### config.mk
export PLATFORM = sky130hd
export DESIGN_NAME = drc_host
export DESIGN_NICKNAME = d
export VERILOG_FILES = /design/src/verilog/drc_pkg.sv /design/src/verilog/drc_host.sv
export SDC_FILE = /design/constraint.sdc
export NUM_CORES = 1
export LEC_CHECK = 0
export BUFFER_PORTS_ARGS = -buffer_cell sky130_fd_sc_hd__buf_2
export CAP_MARGIN = 25
export CORE_MARGIN = 2
export CORE_UTILIZATION = 35
export CTS_CLUSTER_DIAMETER = 200
export DETAILED_ROUTE_END_ITERATION = 10
export PLACE_DENSITY = 0.61
export SETUP_SLACK_MARGIN = 0.4
export SYNTH_ARGS = -nofsm -noshare
export SYNTH_HDL_FRONTEND = slang
export SYNTH_SLANG_ARGS = --single-unit
### constraint.sdc
create_clock -name clk -period 3.07 [get_ports clk]
set_clock_uncertainty 0.15 [all_clocks]
set_input_delay 0.7675 -clock clk [delete_from_list [all_inputs] [get_ports clk]]
set_output_delay 0.7675 -clock clk [all_outputs]
set_load 0.005 [all_outputs]
### src/verilog/drc_pkg.sv
// Constants, timing counts and types for the dynamic RAM host controller
package drc_pkg;

   // Clock and address layout
   localparam int CLK_PERIOD_NS = 4;
   localparam int ROW_W         = 7;
   localparam int COL_W         = 7;
   localparam int ADDR_W        = ROW_W + COL_W;
   localparam int CNT_W         = 8;

   // Times in ns; where grades differ the value suits both grades
   localparam int T_ASR_NS  = 4;    // Row address ahead of row strobe
   localparam int T_RAH_NS  = 35;
   localparam int T_RCD_NS  = 50;   // Inside both 25..65 and 35..85 windows
   localparam int T_RAS_NS  = 250;
   localparam int T_RAC_NS  = 250;
   localparam int T_CAC_NS  = 165;
   localparam int T_RP_NS   = 150;
   localparam int T_RC_NS   = 410;
   localparam int T_RWC_NS  = 475;
   localparam int T_WP_NS   = 75;
   localparam int T_RWL_NS  = 100;
   localparam int T_RRW_NS  = 305;
   localparam int T_REF_NS  = 2000000;

   // Least times rounded up to whole cycles
   localparam int ASR_CYC = (T_ASR_NS + CLK_PERIOD_NS - 1) / CLK_PERIOD_NS;
   localparam int RAH_CYC = (T_RAH_NS + CLK_PERIOD_NS - 1) / CLK_PERIOD_NS;
   localparam int RCD_CYC = (T_RCD_NS + CLK_PERIOD_NS - 1) / CLK_PERIOD_NS;
   localparam int RAS_CYC = (T_RAS_NS + CLK_PERIOD_NS - 1) / CLK_PERIOD_NS;
   localparam int RAC_CYC = (T_RAC_NS + CLK_PERIOD_NS - 1) / CLK_PERIOD_NS;
   localparam int CAC_CYC = (T_CAC_NS + CLK_PERIOD_NS - 1) / CLK_PERIOD_NS;
   localparam int RP_CYC  = (T_RP_NS + CLK_PERIOD_NS - 1) / CLK_PERIOD_NS;
   localparam int RC_CYC  = (T_RC_NS + CLK_PERIOD_NS - 1) / CLK_PERIOD_NS;
   localparam int RWC_CYC = (T_RWC_NS + CLK_PERIOD_NS - 1) / CLK_PERIOD_NS;
   localparam int WP_CYC  = (T_WP_NS + CLK_PERIOD_NS - 1) / CLK_PERIOD_NS;
   localparam int RWL_CYC = (T_RWL_NS + CLK_PERIOD_NS - 1) / CLK_PERIOD_NS;
   localparam int RRW_CYC = (T_RRW_NS + CLK_PERIOD_NS - 1) / CLK_PERIOD_NS;

   // Points in the cycle counter, counted from the cycle start
   localparam int RAS_AT_I = ASR_CYC;
   localparam int COL_AT_I = RAS_AT_I + RAH_CYC;
   localparam int CAS_AT_I = RAS_AT_I + RCD_CYC;
   localparam int ACC_I    = (RAC_CYC > RCD_CYC + CAC_CYC) ?
                             RAC_CYC : RCD_CYC + CAC_CYC;
   localparam int SMP_AT_I = RAS_AT_I + ACC_I + 2;
   localparam int RD_END_I = SMP_AT_I + 1;
   localparam int WR_END_I = RAS_AT_I + RAS_CYC;
   localparam int MW_WE_I  = SMP_AT_I + 1;
   localparam int MW_LEAD  = (RWL_CYC > WP_CYC) ? RWL_CYC : WP_CYC;
   localparam int MW_END_A = MW_WE_I + MW_LEAD;
   localparam int MW_END_I = (MW_END_A > RAS_AT_I + RRW_CYC) ?
                             MW_END_A : RAS_AT_I + RRW_CYC;
   localparam int RF_END_I = WR_END_I;

   // Whole cycle: precharge after the strobes, and the least cycle time
   localparam int RD_TOT_I = (RD_END_I + RP_CYC > RAS_AT_I + RC_CYC) ?
                             RD_END_I + RP_CYC : RAS_AT_I + RC_CYC;
   localparam int WR_TOT_I = (WR_END_I + RP_CYC > RAS_AT_I + RC_CYC) ?
                             WR_END_I + RP_CYC : RAS_AT_I + RC_CYC;
   localparam int MW_TOT_I = (MW_END_I + RP_CYC > RAS_AT_I + RWC_CYC) ?
                             MW_END_I + RP_CYC : RAS_AT_I + RWC_CYC;
   localparam int RF_TOT_I = WR_TOT_I;

   localparam logic [CNT_W-1:0] RAS_AT = CNT_W'(RAS_AT_I);
   localparam logic [CNT_W-1:0] COL_AT = CNT_W'(COL_AT_I);
   localparam logic [CNT_W-1:0] CAS_AT = CNT_W'(CAS_AT_I);
   localparam logic [CNT_W-1:0] SMP_AT = CNT_W'(SMP_AT_I);
   localparam logic [CNT_W-1:0] MW_WE  = CNT_W'(MW_WE_I);
   localparam logic [CNT_W-1:0] WE_AT  = CNT_W'(COL_AT_I);
   localparam logic [CNT_W-1:0] RD_END = CNT_W'(RD_END_I);
   localparam logic [CNT_W-1:0] WR_END = CNT_W'(WR_END_I);
   localparam logic [CNT_W-1:0] MW_END = CNT_W'(MW_END_I);
   localparam logic [CNT_W-1:0] RF_END = CNT_W'(RF_END_I);
   localparam logic [CNT_W-1:0] RD_TOT = CNT_W'(RD_TOT_I);
   localparam logic [CNT_W-1:0] WR_TOT = CNT_W'(WR_TOT_I);
   localparam logic [CNT_W-1:0] MW_TOT = CNT_W'(MW_TOT_I);
   localparam logic [CNT_W-1:0] RF_TOT = CNT_W'(RF_TOT_I);

   // Refresh: one row every REF period / rows, less the longest cycle
   localparam int REF_ROWS      = 64;
   localparam int REF_ROW_W     = 6;
   localparam int REF_TIMER_W   = 16;
   localparam int REF_EVERY_CYC = T_REF_NS / REF_ROWS / CLK_PERIOD_NS
                                  - MW_TOT_I;
   localparam logic [3:0] INIT_REFRESHES = 4'h8;

   // Operations and controller states
   typedef enum logic [1:0] {
      OP_READ    = 2'h0,
      OP_WRITE   = 2'h1,
      OP_RMW     = 2'h2,
      OP_REFRESH = 2'h3
   } drc_op_t;

   typedef enum logic [2:0] {
      ST_IDLE      = 3'h1,
      ST_STROBE    = 3'h2,
      ST_PRECHARGE = 3'h4
   } drc_state_t;

endpackage

### src/verilog/drc_host.sv
// Host-side cycle sequencer for a multiplexed-address one-bit dynamic RAM
// Notes on behaviour
// - Column strobe stays high at least 25 ns between low periods.
// - Column strobe may rise at most 20 ns after row strobe falls.
// - Column strobe falls within the row-to-column delay window.
// - Read and refresh cycles start no closer than the read cycle time.
// - Write cycles are spaced by at least the write cycle time.
// - Write strobe stays low for at least its pulse width.
// - Write strobe falls at least its lead time before row strobe rises.
// - Write strobe falls at least its lead time before column rises.
// - Read-modify-write keeps row strobe low within its pulse window.
// - Read-modify-write keeps column strobe low its minimum width.
// - All 64 rows are refreshed within each 2 ms period.
// - Eight refresh cycles run after reset before requests are taken.
`timescale 1ns/10ps
`default_nettype none

module drc_host
   import drc_pkg::*;
#(
   parameter int          REFRESH_EVERY = REF_EVERY_CYC,
   parameter logic        REFRESH_HALF  = 1'b0
) (
   // Clock, reset and freeze
   input  wire logic              clk,
   input  wire logic              reset_n,
   input  wire logic              clkEnable,
   // User request
   input  wire logic              reqValid,
   output logic                   reqReady,
   input  wire logic [1:0]        reqOp,
   input  wire logic [ADDR_W-1:0] reqAddr,
   input  wire logic              reqWriteData,
   // User answer and status
   output logic                   rspValid,
   output logic                   rspData,
   output logic                   initDone,
   // RAM pins
   output logic                   rowStrobeN,
   output logic                   colStrobeN,
   output logic                   writeStrobeN,
   output logic [ROW_W-1:0]       muxedAddress,
   output logic                   ramDataIn,
   input  wire logic              ramDataOut
);

   drc_state_t             state;
   drc_state_t             next_state;
   drc_op_t                op;
   logic [CNT_W-1:0]       count;
   logic [CNT_W-1:0]       next_count;
   logic [ROW_W-1:0]       rowReg;
   logic [COL_W-1:0]       colReg;
   logic                   writeBit;
   logic [REF_ROW_W-1:0]   refreshRow;
   logic [REF_TIMER_W-1:0] refTimer;
   logic                   refreshPending;
   logic [3:0]             initLeft;

   wire logic                   isIdle     = (state == ST_IDLE);
   wire logic                   isStrobe   = (state == ST_STROBE);
   wire logic                   isPrech    = (state == ST_PRECHARGE);
   wire logic                   initBusy   = (initLeft != 4'h0);
   wire logic                   needRefresh = refreshPending | initBusy;
   wire logic                   startRef   = clkEnable & isIdle & needRefresh;
   wire logic                   accept     = reqValid & reqReady;
   wire logic                   refTick    = (refTimer == '0);
   wire logic                   userIsRef  = (reqOp == OP_REFRESH);
   wire logic [REF_TIMER_W-1:0] refReload  = REF_TIMER_W'(REFRESH_EVERY - 1);

   // Ready only when idle, initialised and no refresh owed
   assign reqReady = clkEnable & isIdle & ~needRefresh;

   // Strobe end and whole-cycle length per operation
   wire logic [CNT_W-1:0] endAt =
      (op == OP_READ)  ? RD_END :
      (op == OP_WRITE) ? WR_END :
      (op == OP_RMW)   ? MW_END : RF_END;
   wire logic [CNT_W-1:0] totalAt =
      (op == OP_READ)  ? RD_TOT :
      (op == OP_WRITE) ? WR_TOT :
      (op == OP_RMW)   ? MW_TOT : RF_TOT;

   // Pin decode; strobes rise together, so the column never trails the row
   wire logic rasLow = isStrobe & (count >= RAS_AT);
   wire logic casLow = isStrobe & (op != OP_REFRESH)
                       & (count >= CAS_AT);
   wire logic weEarly = (op == OP_WRITE) & (count >= WE_AT);
   wire logic weLate  = (op == OP_RMW) & (count >= MW_WE);
   wire logic weLow  = isStrobe & (weEarly | weLate);
   wire logic colSel = isStrobe & (count >= COL_AT);
   wire logic [ROW_W-1:0] addrNow = colSel ? colReg : rowReg;
   wire logic readsData = (op == OP_READ) | (op == OP_RMW);
   // Sample after both access times have run out, while column still low
   wire logic sampleNow = clkEnable & isStrobe & readsData
                          & (count == SMP_AT);

   // Sequencer: one counter runs from cycle start to end of precharge
   always_comb begin
      next_state = state;
      next_count = count;
      case (state)
         ST_IDLE: begin
            if (startRef | accept) begin
               next_state = ST_STROBE;
               next_count = '0;
            end
         end
         ST_STROBE: begin
            next_count = count + CNT_W'(1);
            if (count == endAt) begin
               next_state = ST_PRECHARGE;
            end
         end
         ST_PRECHARGE: begin
            // Precharge also covers the output turn-off delay
            next_count = count + CNT_W'(1);
            if (count == totalAt) begin
               next_state = ST_IDLE;
            end
         end
         default: begin
            next_state = ST_IDLE;
            next_count = '0;
         end
      endcase
   end

   // State and counter
   always_ff @(posedge clk or negedge reset_n) begin
      if (!reset_n) begin
         state <= ST_IDLE;
         count <= '0;
      end else if (clkEnable) begin
         state <= next_state;
         count <= next_count;
      end
   end

   // Capture of the operation; refresh takes the next row in turn
   always_ff @(posedge clk or negedge reset_n) begin
      if (!reset_n) begin
         op       <= OP_REFRESH;
         rowReg   <= '0;
         colReg   <= '0;
         writeBit <= 1'b0;
      end else if (startRef) begin
         op     <= OP_REFRESH;
         rowReg <= {REFRESH_HALF, refreshRow};
      end else if (accept) begin
         op       <= drc_op_t'(reqOp);
         rowReg   <= userIsRef ? {REFRESH_HALF, refreshRow}
                               : reqAddr[ADDR_W-1:COL_W];
         colReg   <= reqAddr[COL_W-1:0];
         writeBit <= reqWriteData;
      end
   end

   // Refresh timer; a tick wins over the clear of a taken refresh
   always_ff @(posedge clk or negedge reset_n) begin
      if (!reset_n) begin
         refTimer       <= '0;
         refreshPending <= 1'b0;
         refreshRow     <= '0;
      end else if (clkEnable) begin
         refTimer       <= refTick ? refReload : refTimer - REF_TIMER_W'(1);
         refreshPending <= refTick | (refreshPending & ~startRef);
         if (startRef | (accept & userIsRef)) begin
            refreshRow <= refreshRow + REF_ROW_W'(1);
         end
      end
   end

   // Start-up refresh burst; timer keeps row strobe from idling 2 ms
   always_ff @(posedge clk or negedge reset_n) begin
      if (!reset_n) begin
         initLeft <= INIT_REFRESHES;
         initDone <= 1'b0;
      end else if (clkEnable) begin
         if (startRef & initBusy) begin
            initLeft <= initLeft - 4'h1;
         end
         initDone <= ~initBusy & isIdle;
      end
   end

   // Registered pins; idle leaves every strobe high
   always_ff @(posedge clk or negedge reset_n) begin
      if (!reset_n) begin
         rowStrobeN   <= 1'b1;
         colStrobeN   <= 1'b1;
         writeStrobeN <= 1'b1;
         muxedAddress <= '0;
         ramDataIn    <= 1'b0;
      end else if (clkEnable) begin
         rowStrobeN   <= ~rasLow;
         colStrobeN   <= ~casLow;
         writeStrobeN <= ~weLow;
         muxedAddress <= addrNow;
         ramDataIn    <= writeBit;
      end
   end

   // Read answer, a one-cycle pulse
   always_ff @(posedge clk or negedge reset_n) begin
      if (!reset_n) begin
         rspValid <= 1'b0;
         rspData  <= 1'b0;
      end else if (clkEnable) begin
         rspValid <= sampleNow;
         if (sampleNow) begin
            rspData <= ramDataOut;
         end
      end
   end

endmodule

`default_nettype wire

== Word-level counts from Yosys, hierarchy flattened ==
Index checks and enable logic that the tools add are counted.

* Output and inout bits: 15
* Logic and storage cells: 99
* Flip-flop bits (word level): 69
* Input bits: 22

* Eq/ne operators: 13
* $add $sub $neg: 4
* Mux-type cells: 19
* Bitwise gates (word level): 30
* Order comparisons: 4
* Reductions and logical operators: 11

{| class="wikitable"
|+ Operators with widths
! kind !! count
|-
| $mux W8 || 4
|-
| $mux W7 || 4
|-
| $and A1 B1 Y1 || 18
|-
| $ge A8 B4 Y1 const B || 2
|-
| $logic_not A16 Y1 || 1
|-
| $mux W16 || 1
|-
| $pmux W8 S2 || 1
|-
| $sub A16 B1 Y16 const B || 1
|-
| $mux W5 || 3
|-
| $reduce_and A2 Y1 || 5
|-
| $mux W3 || 3
|-
| $pmux W3 S3 || 1
|-
| $add A8 B1 Y8 const B || 1
|-
| $eq A8 B7 Y1 || 1
|-
| $eq A8 B7 Y1 const B || 1
|-
| $eq A8 B8 Y1 || 1
|-
| $ge A8 B1 Y1 const B || 1
|-
| $ge A8 B7 Y1 const B || 1
|-
| $add A6 B1 Y6 const B || 1
|-
| $ne A2 B1 Y1 const B || 3
|-
| $not A1 Y1 || 6
|-
| $or A1 B1 Y1 || 6
|-
| $eq A2 B2 Y1 const B || 2
|-
| $mux W2 || 2
|-
| 11 further kinds || 11
|}

== Depth between registers and ports, before layout ==
Gate-level depths: netlist of the first run.

* Word-level depth: 8
* Depth in mapped cells: 7
* Mapped depth without buffers: 6

== Worst setup path after synthesis of the first run ==
No wires, ideal clock.

* Kind: register to output
* Start: register initLeft[0]
* End: output port reqReady
* Path slack: 0.820 ns
* Data required time: 2.152 ns
* Buffers on the path: 0
* Data arrival time: 1.332 ns
* Stages on the path, launching flop included: 5
* Cells stage by stage: dfrtp_1 > inv_1 > ha_1 > or4b_4 > nor2_1

* Longest elaborated chain between the ends: 4

{| class="wikitable"
|+ RTL lines
! item !! line !! RTL
|-
| from (decl) || drc_host.sv:58 || <nowiki>logic [3:0] initLeft;</nowiki>
|-
| from (signal assigned) || drc_host.sv:181 || <nowiki>initLeft <= initLeft - 4'h1;</nowiki>
|-
| $reduce_bool A4 Y1 || drc_host.sv:63 || <nowiki>wire logic initBusy = (initLeft != 4'h0);</nowiki>
|-
| $or A1 B1 Y1 || drc_host.sv:64 || <nowiki>wire logic needRefresh = refreshPending | initBusy;</nowiki>
|-
| $not A1 Y1 || drc_host.sv:72 || <nowiki>assign reqReady = clkEnable & isIdle & ~needRefresh;</nowiki>
|-
| $and A1 B1 Y1 || drc_host.sv:72 ||
|-
| to (decl) || drc_host.sv:30 || <nowiki>output logic reqReady,</nowiki>
|}

No other way between the ends.

== Worst setup path after layout of the first run ==
* Start: register initLeft[1]
* End: output port reqReady

Same word-level chain as after synthesis.

==> results of run 1 <==
## timing repair
action                                  in CTS  in global routing
setup buffers                                1                  5
pin swaps                                    1                  2
gates resized for setup                      5                  1
endpoints found under the setup margin       1                  1
## metal layers
metal | up-vias | GRT usage [%]
met3 | 8 | 3.82
met4 | 0 | 3.19
met1 | 1294 | 20.1
met2 | 46 | 22.1
met5 | - | 0
li1 | 1293 | -
## kinds of logic (layout without fill, tap and decap cells)
group | count (synthesis) | in the layout | share of synthesized area (%)
simple gates | 120 | 120 | 19.3
flops | 69 | 69 | 49.1
compound gates | 66 | 66 | 12.5
mux | 27 | 27 | 8.14
buf+inv | 26 | 74 | 2.83
xor+xnor | 21 | 21 | 5.21
fa+ha+maj | 8 | 8 | 2.83
## synth_stat cells (3+ instances only)
master	n
nand3_1	12
a21oi_1	14
nor4_1	6
and3_1	4
mux2i_1	13
nand4_1	6
inv_1	11
mux2_2	13
nor3b_1	4
o31ai_1	5
ha_1	8
dfstp_2	7
nand2_1	22
nor4b_1	6
dfrtp_1	62
nor2b_1	3
nor3_1	3
o21ai_0	24
clkbuf_1	12
nand2b_1	5
nor2_1	33
xnor2_1	10
xor2_1	11
## power by group
part | internal (uW) | switching (uW) | leakage, uW
Combinational | 277 | 316 | 0.000893
Sequential | 1050 | 205 | 0.000887
Clock | 394 | 347 | 0.0000943
Total | 1720 | 869 | 0.00187
## flip-flops by register name, indices dropped and copies added, names as in the netlist
name,cells
colReg,7
colStrobeN,1
count,8
initDone,1
initLeft,4
muxedAddress,7
op,2
ramDataIn,1
refTimer,16
refreshPending,1
refreshRow,6
rowReg,7
rowStrobeN,1
rspData,1
rspValid,1
state,3
writeBit,1
writeStrobeN,1
## worst paths after layout
check,startpoint,to,slack (ns),cells past startpoint
max in group asynchronous,reset_n,state[0],1.79,2
setup / recovery,initLeft[1],reqReady,0.47,5
hold reg to reg,refreshRow[5],refreshRow[5],0.33,1
setup reg to reg,initLeft[1],rowReg[6],0.62,8
hold / removal,reset_n,refreshRow[1],0.28,1
min in group clk,refreshRow[5],refreshRow[5],0.33,1
## stage by stage
step	std cells	hold WS, ns	setup WS (ns)
floorplan	337	0.295	0.820
global route	518	0.309	0.401
global placement	496	0.321	0.619
finish	518	0.277	0.466
CTS	513	0.288	0.401
detailed placement	496	0.323	0.605
## final cells by class
| cell class | count | area [um^2] | area share [%] |
|---|---|---|---|
| tap | 133 | 166 | 4.02 |
| clock buffer | 10 | 138 | 3.33 |
| sequential | 69 | 1740 | 42.0 |
| clock inverter | 6 | 62.6 | 1.51 |
| multi-input combinational | 242 | 1720 | 41.5 |
| inverter | 11 | 41.3 | 0.998 |
| timing repair buffer | 47 | 275 | 6.65 |
==> results.sh, run 1 <==
export IMPL_core_mm2=0.00977
export IMPL_m1WireLength_mm=3.67
export IMPL_io_buffer_count=36
export IMPL_cts_max_level=3
export IMPL_grt_remaining_overflow=0
export IMPL_dr_total_vias=2641
export IMPL_critical_path_class="reg -> out"
export IMPL_async_reset_ff_share_pct=100
export IMPL_postRouteAntennaNets=0
export IMPL_ys_ff_latch=69
export IMPL_drtIter0Drc=96
export IMPL_syn_inst=337
export IMPL_synth_area_mm2=0.00353
export IMPL_yosysSeqAreaShare_pct=49.1
export IMPL_drc=0
export IMPL_synth_fp_nets=367
export IMPL_tns_ns=0
export IMPL_cp_required_ns=2.15
export IMPL_worstPathArrival_ns=1.69
export IMPL_worst_pin_slew_ns=0.834
export IMPL_drv_slew=0
export IMPL_p_per_area_mw_per_mm2=626
export IMPL_gp_congestion=0.799
export IMPL_rows=36
export IMPL_grt_pass1_wl_mm=12.7
export IMPL_slew_headroom_pct=43.9
export IMPL_hpwl_mm=5.24
export IMPL_start_util_pct=36.1
export IMPL_synthTopCellsByArea="dfrtp_1 (44%), dfstp_2 (5.2%), mux2_2 (4.1%)"
export IMPL_hold_class="in -> async"
export IMPL_firstDrtPassIters=6
export IMPL_clk_pin_slew_ns=0.07
export IMPL_routedWlPerCell_um=14.5
export IMPL_routed_wirelength_mm=7.50
export IMPL_antennaDiodeCount=0
export IMPL_clk_path_buf_depth=2
export IMPL_grtUsageTotal_pct=14.3
export IMPL_route_met2_wl_mm=3.50
export IMPL_crit_path_end_kind="primary output"
export IMPL_hold_viol=0
export IMPL_rsz0062_at_grt="false"
export IMPL_worst_ir_drop_vdd_mv=0.483
export IMPL_fp_dieW_um=104
export IMPL_top_layer="met4"
export IMPL_yosysUniqueCellTypes=57
export IMPL_slowest_delay_ns=0.48
export IMPL_crit_chain="inv_2 -> ha_4 -> or4b_4 -> nor2_4 -> buf_2"
export IMPL_synth_top_cell_area_share_pct=43.9
export IMPL_cts_buffers_inserted=9
export IMPL_path_delay_family="simple AND/OR/NAND/NOR gates"
export IMPL_status="complete, no violations"
export IMPL_pin_count=37
export IMPL_cts_sinks=69
export IMPL_fin_nets=410
export IMPL_p_leak_uw=0.00187
export IMPL_crit_path_start_kind="flop"
export IMPL_root_buffer="clkbuf_8"
export IMPL_synth_flop_cell="dfrtp_1"
export IMPL_final_common_cell="dfrtp_1"
export IMPL_design_area_mm2=0.00414
export IMPL_fin_util_pct=42.3
export IMPL_period_share_pct=84.8
export IMPL_cap_violations=0
export IMPL_synth_largest_area_cell="dfrtp_1"
export IMPL_final_cell_mix="dfrtp_1 (62), buf_2 (36), nor2_1 (32)"
export IMPL_routed_via_density=5.10
export IMPL_post_route_min_period_ns=2.60
export IMPL_final_layout_size_suffix_gt1_share_pct=26.2
export IMPL_syn_to_final_growth_pct=17.1
export IMPL_fill_cells=964
export IMPL_critPathSlowestCell="or4b_4"
export IMPL_worst_path_buf_inv=2
export IMPL_cts_tree="yes"
export IMPL_yosysWarnings=0
export IMPL_power_total_uw=2590
export IMPL_synth_edf_count=0
export IMPL_dieArea_mm2=0.0109
export IMPL_ctsHoldBuffers=0
export IMPL_wl_met3_um=268
export IMPL_antenna_found_initial=0
export IMPL_avgSynthCellArea_um2=10.5
export IMPL_setup_viol=0
export IMPL_clk_latency_ns=0.34
export IMPL_timing_fmax_ghz=0.384
export IMPL_cp_max_fo=3
export IMPL_grt_max_degree=46
export IMPL_die_h_um=104
export IMPL_grt_pass1_vias=2529
export IMPL_dpl_cell_area_mm2=0.00387
Note: power is estimated with default switching activity, not from simulation.
==> inputs of run 2 (changes only) <==
--- a/config.mk
+++ b/config.mk
@@ -5,6 +5,7 @@
 export SDC_FILE = /design/constraint.sdc
 export NUM_CORES = 1
 export LEC_CHECK = 0
+export ABC_AREA = 1
 export BUFFER_PORTS_ARGS = -buffer_cell sky130_fd_sc_hd__buf_2
 export CAP_MARGIN = 25
 export CORE_MARGIN = 2
==> constraint.sdc (replaced) <==
create_clock -name clk -period 2.55 [get_ports clk]
set_clock_uncertainty 0.15 [all_clocks]
set_input_delay 0.6375 -clock clk [delete_from_list [all_inputs] [get_ports clk]]
set_output_delay 0.6375 -clock clk [all_outputs]
set_load 0.005 [all_outputs]
==> results.sh, run 2 <==
export IMPL_cts_tree="yes"
export IMPL_grtUsageTotal_pct=16.0
export IMPL_rsz0062_at_grt="true"
export IMPL_fin_nets=545
export IMPL_crit_path_start_kind="flop"
export IMPL_worst_ir_drop_vdd_mv=0.378
export IMPL_synth_top_cell_area_share_pct=42.6
export IMPL_status="complete, no violations"
export IMPL_synth_area_mm2=0.00364
export IMPL_power_total_uw=3960
export IMPL_clk_latency_ns=0.35
export IMPL_firstDrtPassIters=4
export IMPL_core_mm2=0.0102
export IMPL_worstPathArrival_ns=2.28
export IMPL_yosysWarnings=0
export IMPL_p_per_area_mw_per_mm2=915
export IMPL_p_leak_uw=0.00217
export IMPL_cp_required_ns=2.67
export IMPL_cts_max_level=3
export IMPL_yosysUniqueCellTypes=40
export IMPL_yosysSeqAreaShare_pct=47.7
export IMPL_synthTopCellsByArea="dfrtp_1 (43%), nand2_1 (13%), nor2_1 (5.7%)"
export IMPL_grt_pass1_vias=3050
export IMPL_routed_wirelength_mm=8.45
export IMPL_post_route_min_period_ns=2.16
export IMPL_fp_dieW_um=106
export IMPL_hpwl_mm=5.91
export IMPL_crit_chain="nand4_1 -> buf_4 -> buf_4 -> buf_4 -> buf_4 -> buf_4 -> buf_4 -> buf_4 -> buf_4 -> o21ai_0"
export IMPL_ys_ff_latch=69
export IMPL_synth_largest_area_cell="dfrtp_1"
export IMPL_hold_viol=0
export IMPL_multi_input_area_mm2=0.00169
export IMPL_die_h_um=106
export IMPL_routedWlPerCell_um=12.9
export IMPL_rows=37
export IMPL_drv_slew=0
export IMPL_postRouteAntennaNets=0
export IMPL_crit_path_end_kind="flop"
export IMPL_fill_cells=1037
export IMPL_cts_sinks=69
export IMPL_largest_register="refTimer"
export IMPL_grt_remaining_overflow=0
export IMPL_critPathSlowestCell="dfstp_2"
export IMPL_path_common_cell="buf_4"
export IMPL_async_reset_ff_share_pct=100
export IMPL_final_layout_size_suffix_gt1_share_pct=20.4
export IMPL_ff2ff_path_depth=10
export IMPL_synth_edf_count=0
export IMPL_yosys_top_cells_count="nand2_1 (125), dfrtp_1 (62), nor2_1 (55)"
export IMPL_grt_pass1_wl_mm=14.4
export IMPL_slowest_delay_ns=0.54
export IMPL_clk_path_buf_depth=2
export IMPL_grt_max_degree=29
export IMPL_dieArea_mm2=0.0112
export IMPL_drc=0
export IMPL_io_buffer_count=36
export IMPL_cts_buffers_inserted=9
export IMPL_critical_path_class="reg -> reg"
export IMPL_clk_pin_slew_ns=0.08
export IMPL_syn_to_final_growth_pct=18.9
export IMPL_dpl_cell_area_mm2=0.00399
export IMPL_timing_fmax_ghz=0.463
export IMPL_cp_max_fo=2
export IMPL_final_common_cell="nand2_1"
export IMPL_slew_headroom_pct=54.7
export IMPL_avgSynthCellArea_um2=7.97
export IMPL_yosysMostFrequentCell="nand2_1"
export IMPL_antenna_found_initial=0
export IMPL_drtIter0Drc=187
export IMPL_final_cell_mix="nand2_1 (123), dfrtp_1 (62), nor2_1 (54)"
export IMPL_synth_fp_nets=487
export IMPL_cap_violations=0
export IMPL_start_util_pct=35.6
export IMPL_period_share_pct=84.7
export IMPL_hold_class="in -> async"
export IMPL_largestRegisters="refTimer: 16 flops, count: 8 flops"
export IMPL_root_buffer="clkbuf_8"
export IMPL_synth_flop_cell="dfrtp_1"
export IMPL_worst_pin_slew_ns=0.680
export IMPL_routed_via_density=4.78
export IMPL_dr_total_vias=3134
export IMPL_register_area_mm2=0.00174
export IMPL_gp_congestion=0.848
export IMPL_syn_inst=457
export IMPL_setup_viol=0
export IMPL_pin_count=37
export IMPL_tns_ns=0
export IMPL_antennaDiodeCount=0
export IMPL_largest_reg_flops=16
export IMPL_design_area_mm2=0.00433
export IMPL_fin_util_pct=42.3
run 2: cell types whose count changed after synthesis, sizes merged, moves of 11 or more:
cell,change
nand2,+107
inv,+39
nor2,+25
nand3,+22
mux2,-13
mux2i,-13
a21oi,+12
clkbuf,-11
run 2: worst max-delay path: cells and delay by family (launching register included):
kind	cells	cell delay, ns
flops	1	0.54
compound gates	1	0.15
simple gates	1	0.19
buf+inv	8	1.05
run 2: cell type report:
cell class	instances	share of cell area [%]
sequential	69	40.1
multi-input combinational	330	39.1
timing repair buffer	55	7.75
inverter	50	4.39
tap	136	3.93
clock buffer	10	3.18
clock inverter	6	1.59
run 2: worst paths after layout:
kind | start | endpoint | slack [ns]
setup / recovery | state[0] | initDone | 0.39
hold / removal | reset_n | count[7] | 0.17
setup reg to reg | state[0] | initDone | 0.39
hold reg to reg | ramDataIn | ramDataIn | 0.33
max in group asynchronous | reset_n | writeStrobeN | 1.42
min in group clk | ramDataIn | ramDataIn | 0.33
run 2: power breakdown:
group	internal [uW]	switching [uW]	total (uW)
Clock	485	452	938
Sequential	1450	255	1710
Combinational	553	762	1320
run 2: per-layer routing:
layer  vias to the layer above  global-route usage [%]  wire [um]
met4                         0                    4.79        133
met3                        12                    4.54        341
li1                       1594                       -          -
met2                        64                    24.5       3790
met1                      1464                    22.2       4190
met5                         -                       0          0
run 2: timing repair:
item | 4_1_cts | 5_1_grt
hold buffers | 0 | 0
setup buffers | 12 | 2
pin swaps | 2 | 2
setup endpoints to repair | 1 | 7
gates cloned | 0 | 0
resized for setup | 6 | 5
run 2: cell families after synthesis:
logic type	synth area share, %
buffers and inverters	6.70
muxes	0.309
xor gates and xnor gates	2.65
DFF	47.7
adders and majority gates	2.75
AOI/OAI and AO/OA	10.4
and+or+nand+nor	29.5
run 2: stage by stage:
| step | cells | worst slack, ns | hold WS, ns |
|---|---|---|---|
| floorplan | 457 | 0.808 | 0.192 |
| detailed placement | 626 | 0.394 | 0.316 |
| finish | 656 | 0.391 | 0.167 |
| CTS | 654 | 0.402 | 0.180 |
| global route | 656 | 0.320 | 0.206 |
| global placement | 626 | 0.456 | 0.312 |
